[src/common/psm_map.svh]
// Purpose: Constants for the power-save mode controller.
// Assumes: Included by bare name; definitions only.
// Notes:   Operand codes for the two modes are local encodings.
`ifndef PSM_MAP_SVH
`define PSM_MAP_SVH

// ----------------------------------------------------------------
// Power-save instruction operand
// ----------------------------------------------------------------
`define PSM_OPERAND_W      8
`define PSM_OPERAND_SLEEP  8'h00
`define PSM_OPERAND_IDLE   8'h01

// ----------------------------------------------------------------
// Oscillator control register field
// ----------------------------------------------------------------
`define PSM_OSC_SEL_MSB    10
`define PSM_OSC_SEL_LSB    8
`define PSM_OSC_SEL_W      3
`define PSM_OSC_SEL_RESET  3'h0

`endif

[src/common/psm_pkg.sv]
// Purpose: Types for the power-save mode controller.
// Assumes: Nothing beyond the map header.
// Notes:   One-hot state codes are written out.
package psm_pkg;

  // ----------------------------------------------------------------
  // Operating mode
  // ----------------------------------------------------------------
  typedef enum logic [2:0] {
    PSM_RUN   = 3'b001,
    PSM_IDLE  = 3'b010,
    PSM_SLEEP = 3'b100
  } psm_mode_e;

endpackage

[src/hdl/psm_sync2.sv]
// Purpose: Two-flop synchroniser for asynchronous wake sources.
// Assumes: Single clock ref_clk, synchronous reset.
// Notes:   First stage feeds only the second stage.
`timescale 1ns/1ps
`default_nettype none

module psm_sync2 (
  // Clock and reset
  input  wire logic ref_clk,
  input  wire logic sys_rst,
  // Data
  input  wire logic asyncIn,
  output logic      syncOut
);

  logic stage1;
  logic next_stage1;
  logic next_syncOut;

  // Next values
  always_comb begin
    next_stage1  = asyncIn;
    next_syncOut = stage1;
  end

  // Registers
  always_ff @(posedge ref_clk) begin
    if (sys_rst) begin
      stage1  <= 1'b0;
      syncOut <= 1'b0;
    end else begin
      stage1  <= next_stage1;
      syncOut <= next_syncOut;
    end
  end

endmodule

`default_nettype wire

[src/hdl/psm_ctrl.sv]
// Purpose: Sleep/Idle mode control and oscillator source select.
// Assumes: Core presents the power-save instruction as a one-cycle
//          strobe with its operand; clock gates act on enables.
// Notes:   Wake sources from pins are synchronised before use.
`timescale 1ns/1ps
`default_nettype none
`include "psm_map.svh"

module psm_ctrl (
  // Clock and reset
  input  wire logic                         ref_clk,
  input  wire logic                         sys_rst,
  // Power-save instruction from the core
  input  wire logic                         powerSaveInstruction,
  input  wire logic [`PSM_OPERAND_W-1:0]    powerSaveOperand,
  // Wake sources
  input  wire logic                         enabledIrq,
  input  wire logic                         watchdogTimeout,
  // Oscillator control register write port
  input  wire logic                         clockConfigLocked,
  input  wire logic                         oscCtrlWrite,
  input  wire logic [15:0]                  oscCtrlWdata,
  // Clock gate enables and status
  output logic                              cpuClkEn,
  output logic                              periphClkEn,
  output logic                              sysClkEn,
  output logic                              inSleep,
  output logic                              inIdle,
  output logic                              wakeEvent,
  output logic [`PSM_OSC_SEL_W-1:0]         newOscillatorSelect
);

  // ----------------------------------------------------------------
  // Wake source synchronisers
  // ----------------------------------------------------------------
  logic irqSync;
  logic wdtSync;

  // Costs two cycles of wake latency, but no metastable state bit
  psm_sync2 uIrqSync (
    .ref_clk (ref_clk),
    .sys_rst (sys_rst),
    .asyncIn (enabledIrq),
    .syncOut (irqSync)
  );

  psm_sync2 uWdtSync (
    .ref_clk (ref_clk),
    .sys_rst (sys_rst),
    .asyncIn (watchdogTimeout),
    .syncOut (wdtSync)
  );

  // ----------------------------------------------------------------
  // Mode state machine
  // ----------------------------------------------------------------
  psm_pkg::psm_mode_e mode;
  psm_pkg::psm_mode_e next_mode;
  logic               next_wakeEvent;
  logic               wakeReq;

  // Either wake source ends a power-save mode
  assign wakeReq = irqSync | wdtSync;

  // Next mode; only the instruction strobe leaves RUN
  always_comb begin
    next_mode      = mode;
    next_wakeEvent = 1'b0;
    case (mode)
      psm_pkg::PSM_RUN: begin
        if (powerSaveInstruction) begin
          if (powerSaveOperand == `PSM_OPERAND_SLEEP) begin
            next_mode = psm_pkg::PSM_SLEEP;
          end else if (powerSaveOperand == `PSM_OPERAND_IDLE) begin
            next_mode = psm_pkg::PSM_IDLE;
          end
        end
      end
      psm_pkg::PSM_IDLE, psm_pkg::PSM_SLEEP: begin
        if (wakeReq) begin
          next_mode      = psm_pkg::PSM_RUN;
          next_wakeEvent = 1'b1;
        end
      end
      default: begin
        next_mode = psm_pkg::PSM_RUN;
      end
    endcase
  end

  // Reset is itself a wake: always return to RUN
  always_ff @(posedge ref_clk) begin
    if (sys_rst) begin
      mode      <= psm_pkg::PSM_RUN;
      wakeEvent <= 1'b0;
    end else begin
      mode      <= next_mode;
      wakeEvent <= next_wakeEvent;
    end
  end

  // ----------------------------------------------------------------
  // Clock gate enables
  // ----------------------------------------------------------------
  // Sleep drops every enable; Idle drops only the CPU clock
  always_comb begin
    sysClkEn    = (mode != psm_pkg::PSM_SLEEP);
    cpuClkEn    = (mode == psm_pkg::PSM_RUN);
    periphClkEn = (mode != psm_pkg::PSM_SLEEP);
    inSleep     = (mode == psm_pkg::PSM_SLEEP);
    inIdle      = (mode == psm_pkg::PSM_IDLE);
  end

  // ----------------------------------------------------------------
  // New oscillator select field
  // ----------------------------------------------------------------
  logic [`PSM_OSC_SEL_W-1:0] next_newOscillatorSelect;

  // Lock blocks the write silently; no error is reported
  always_comb begin
    next_newOscillatorSelect = newOscillatorSelect;
    if (oscCtrlWrite && !clockConfigLocked) begin
      next_newOscillatorSelect = oscCtrlWdata[`PSM_OSC_SEL_MSB:`PSM_OSC_SEL_LSB];
    end
  end

  // Select register; reset returns the default source
  always_ff @(posedge ref_clk) begin
    if (sys_rst) begin
      newOscillatorSelect <= `PSM_OSC_SEL_RESET;
    end else begin
      newOscillatorSelect <= next_newOscillatorSelect;
    end
  end

  // ----------------------------------------------------------------
  // Checks
  // ----------------------------------------------------------------
  // All checks rest while reset holds the block in RUN
  sleep_gates_off_a: assert property (@(posedge ref_clk) disable iff (sys_rst)
    inSleep |-> (!sysClkEn && !cpuClkEn && !periphClkEn))
    else $error("Clocks running in Sleep");

  idle_periph_on_a: assert property (@(posedge ref_clk) disable iff (sys_rst)
    inIdle |-> (!cpuClkEn && periphClkEn && sysClkEn))
    else $error("Idle clock enables wrong");

  entry_by_instr_a: assert property (@(posedge ref_clk) disable iff (sys_rst)
    (!inSleep && !inIdle) ##1 (inSleep || inIdle) |-> $past(powerSaveInstruction))
    else $error("Power-save mode entered without instruction");

  wake_to_run_a: assert property (@(posedge ref_clk) disable iff (sys_rst)
    ((inSleep || inIdle) && wakeReq) |=> (cpuClkEn && wakeEvent))
    else $error("Wake request did not resume CPU");

  irq_wake_latency_a: assert property (@(posedge ref_clk) disable iff (sys_rst)
    (inIdle && $rose(enabledIrq)) ##1 enabledIrq[*2] |-> ##[0:1] cpuClkEn)
    else $error("Interrupt wake too slow");

  sleep_decode_a: assert property (@(posedge ref_clk) disable iff (sys_rst)
    (cpuClkEn && powerSaveInstruction && powerSaveOperand == `PSM_OPERAND_SLEEP) |=> inSleep)
    else $error("Sleep operand not decoded");

  idle_decode_a: assert property (@(posedge ref_clk) disable iff (sys_rst)
    (cpuClkEn && powerSaveInstruction && powerSaveOperand == `PSM_OPERAND_IDLE) |=> inIdle)
    else $error("Idle operand not decoded");

  osc_write_a: assert property (@(posedge ref_clk) disable iff (sys_rst)
    (oscCtrlWrite && !clockConfigLocked) |=>
      newOscillatorSelect == $past(oscCtrlWdata[`PSM_OSC_SEL_MSB:`PSM_OSC_SEL_LSB]))
    else $error("Oscillator select not written");

  osc_locked_a: assert property (@(posedge ref_clk) disable iff (sys_rst)
    clockConfigLocked |=> $stable(newOscillatorSelect))
    else $error("Oscillator select changed while locked");

endmodule

`default_nettype wire

[config.mk]
export PLATFORM = sky130hd
export DESIGN_NAME = psm_ctrl
export DESIGN_NICKNAME = d
export VERILOG_FILES = /design/src/common/psm_pkg.sv /design/src/hdl/psm_sync2.sv /design/src/hdl/psm_ctrl.sv
export VERILOG_INCLUDE_DIRS = /design/src /design/src/common
export SDC_FILE = /design/constraint.sdc
export NUM_CORES = 1
export LEC_CHECK = 0
export ABC_AREA = 1
export BUFFER_PORTS_ARGS = -buffer_cell sky130_fd_sc_hd__buf_4
export CAP_MARGIN = 20
export CORE_MARGIN = 2
export CORE_UTILIZATION = 37
export DETAILED_ROUTE_END_ITERATION = 8
export PLACE_DENSITY = 0.82
export SLEW_MARGIN = 10
export SYNTH_ARGS = -nofsm -noshare
export SYNTH_HDL_FRONTEND = slang
export SYNTH_HIERARCHICAL = 1
export SYNTH_SLANG_ARGS = --single-unit
[constraint.sdc]
create_clock -name ref_clk -period 1.4 [get_ports ref_clk]
set_clock_uncertainty 0.1 [all_clocks]
set_input_delay 0.28 -clock ref_clk [delete_from_list [all_inputs] [get_ports ref_clk]]
set_output_delay 0.28 -clock ref_clk [all_outputs]
set_load 0.01 [all_outputs]
==> key figures <==
Floorplanning
  • Boundary Pins: 40
  • Die extent in y: roughly 42 um
  • Die Wd: roughly 42 um
  • Initial Util: 0.405
  • Core area: approximately 1300 sq um
  • Die area: 1760 sq um
  • FP Rows: 13

Clock network
  • Worst-path clk slew: around 0.060 ns
  • CTS Buf Count: 3
  • H-tree level count: 1
  • Clk sink count: 11
  • Worst skew pair latency: about 0.26 ns
  • CTS tree: done
  • Clk root buf: clkbuf_4
  • Hold-fix buffers, CTS: 0
  • Buffer depth of the longest clock path: 2

Pwr
  • Worst VDD drop: 0.669 mV
  • Pwr Density: between 1000 and 1500 nW/um^2
  • Leak: about 0.47 nW

Detailed routing
  • 1st-iter DRT viols: 7
  • Via count: 549
  • Post-route ant nets: 0
  • Drt wl/cell: roughly 8.9 um
  • Drt first pass iters: 4
  • Vias per cell: 4.36
  • Post-Route WL: 1.12 mm
  • DR DRC count: 0

Place
  • Dpl ws: ~0.18 ns
  • Global placer's final weighted congestion: approximately 0.77
  • Cell Area, Placed: 739 sq um
  • PortBufs: 26
  • Detailed placement HPWL: around 870 um

STA
  • Minimum clock period: ~1.4 ns
  • Worst-Margin Slew: approximately 0.30 ns
  • Slew margin rel.: 0.797
  • Final setup violation count: 0
  • Period utilization: 0.967
  • Fmax: ~740 MHz
  • Max Slew Vio Count: 0
  • Final hold vios: 0
  • Setup ws final: roughly 0.046 ns

Worst setup path
  • Worst reg2reg path depth: 9
  • Worst-path maximum fanout: 3
  • End point of the critical path: cpuClkEn
  • Worst setup EP type: primary output
  • Critical Path Source: mode[1]$_SDFFE_PP0P_
  • WP data required: 1.02 ns
  • Crit path DAT: between 0.9 and 1 ns
  • Element type at the critical path start: register
  • FF-to-FF setup slack: 0.12 ns
  • Worst Setup Path Type: register to primary output
  • Worst r2r dst: mode[1]$_SDFFE_PP0P_
  • FF-to-FF Start: mode[1]$_SDFFE_PP0P_

Global routing
  • Vias in the first global route: 523
  • Antenna violations before repair: 0
  • Overall global routing resource usage: 0.149
  • GRT overflow: 0
  • First-pass GRT wire length: approximately 2 mm
  • Largest net degree at the start of global routing: 12

Cells and area
  • Commonest non-fill, non-tap cell in the layout: buf_4
  • Post-route cell area: 806 sq um
  • Register area: between 200 and 250 sq um
  • N_diodes: 0
  • # fillers: 131
  • Commonest cells after routing, fill and taps aside: buf_4 (28), nand2_1 (19), inv_1 (18)
  • Share of layout cells above drive strength 1: 0.432
  • Multi-input logic area: ~230 sq um
  • Final net count: ~140
  • Layout area overhead: 51.2%

Status
  • Status: complete, no violations

Yosys
  • YS warnings: 6
  • Distinct cells, synth: 13
  • Mapped Nets: 110
  • Mean area per synthesized cell: 6.75 sq um
  • Yosys reg bits: 11
  • Post-synthesis sequential area ratio: 0.413
  • Mapped cell area: around 530 sq um
  • Gate Count Post-Synth: approximately 80

Hold path
  • Hold WC Path Type: input pin to register

Job
  • Max-cap violations: 0
==> worst min-delay path by stage <==
stage,start,end,slack (ns),cells past startpoint
4_1_cts,watchdogTimeout,uWdtSync/next_syncOut$_SDFF_PP0_,0.11,3
5_1_grt,watchdogTimeout,uWdtSync/next_syncOut$_SDFF_PP0_,0.14,3
6_report,watchdogTimeout,uWdtSync/next_syncOut$_SDFF_PP0_,0.11,3
3_5_place_dp,uIrqSync/next_syncOut$_SDFF_PP0_,uIrqSync/syncOut$_SDFF_PP0_,0.30,2
3_3_place_gp,uIrqSync/next_syncOut$_SDFF_PP0_,uIrqSync/syncOut$_SDFF_PP0_,0.29,2
2_1_floorplan,sys_rst,mode[2]$_SDFFE_PP0P_,0.25,1
==> report_power, final <==
group / total [mW] / internal, mW / leakage [nW] / switching, mW
registers: 0.398 / 0.357 / 0.0909 / 0.0410
clock network: 0.208 / 0.110 / 0.0150 / 0.0977
logic: 0.414 / 0.210 / 0.360 / 0.204
==> worst max-delay path, stage by stage (launching register included) <==
cell and delay (ns):
dfxtp_2 0.37, inv_1 0.07, nand3_2 0.10, inv_2 0.04, buf_4 0.13
==> final cells by class <==
| class | count | share of cell area |
|---|---|---|
| inverter | 22 | 0.102 |
| timing repair buffer | 29 | 0.275 |
| sequential | 11 | 0.281 |
| tap | 15 | 0.0233 |
| clock buffer | 4 | 0.0326 |
| multi-input combinational | 45 | 0.286 |
==> synth_stat cells <==
master | count | share of area
nand3_2 | 3 | 0.056
dfxtp_1 | 11 | 0.41
buf_4 | 1 | 0.014
nor3b_1 | 1 | 0.014
a21oi_1 | 6 | 0.056
nand3_1 | 1 | 0.0094
a21oi_4 | 1 | 0.031
inv_1 | 21 | 0.15
nand2_1 | 19 | 0.13
nand2_2 | 3 | 0.035
nor2_1 | 10 | 0.070
inv_2 | 1 | 0.0070
nor2_2 | 1 | 0.012
==> stage by stage <==
stage          hold WS, ns  instances  utilization  power (mW)  TNS (ns)
2_1_floorplan        0.249         79            -       0.608         0
3_3_place_gp         0.290        119        0.561       0.713         0
3_5_place_dp         0.302        119        0.561       0.725         0
4_1_cts              0.105        124        0.588       0.973         0
5_1_grt              0.136        126        0.612        1.10  -0.00336
6_report             0.114        126        0.612        1.02         0
==> metal layers <==
| metal | share of wire | vias to the layer above | track usage |
|---|---|---|---|
| li1 | - | 292 | - |
| met1 | 0.39 | 239 | 0.165 |
| met2 | 0.54 | 16 | 0.256 |
| met3 | 0.058 | 2 | 0.0391 |
| met4 | 0.0063 | 0 | 0.0774 |
| met5 | 0 | - | 0 |
==> cell families after synthesis <==
group	synth area share
and+or+nand+nor	0.331
buffers and inverters	0.169
DFF	0.413
AOI/OAI and AO/OA	0.0869
==> timing repair <==
action | 4_1_cts | 5_1_grt
endpoints found under the setup margin | 1 | 5
resized for setup | 1 | 9
pin swaps | 0 | 1
buffers inserted | 1 | 2
==> state kept, by name, indices dropped and copies added, names as in the netlist <==
name / flops
uIrqSync/next_syncOut: 1
wakeEvent: 1
uWdtSync/next_syncOut: 1
uIrqSync/syncOut: 1
newOscillatorSelect: 3
uWdtSync/syncOut: 1
mode: 3
(Power assumes the default switching activity.)
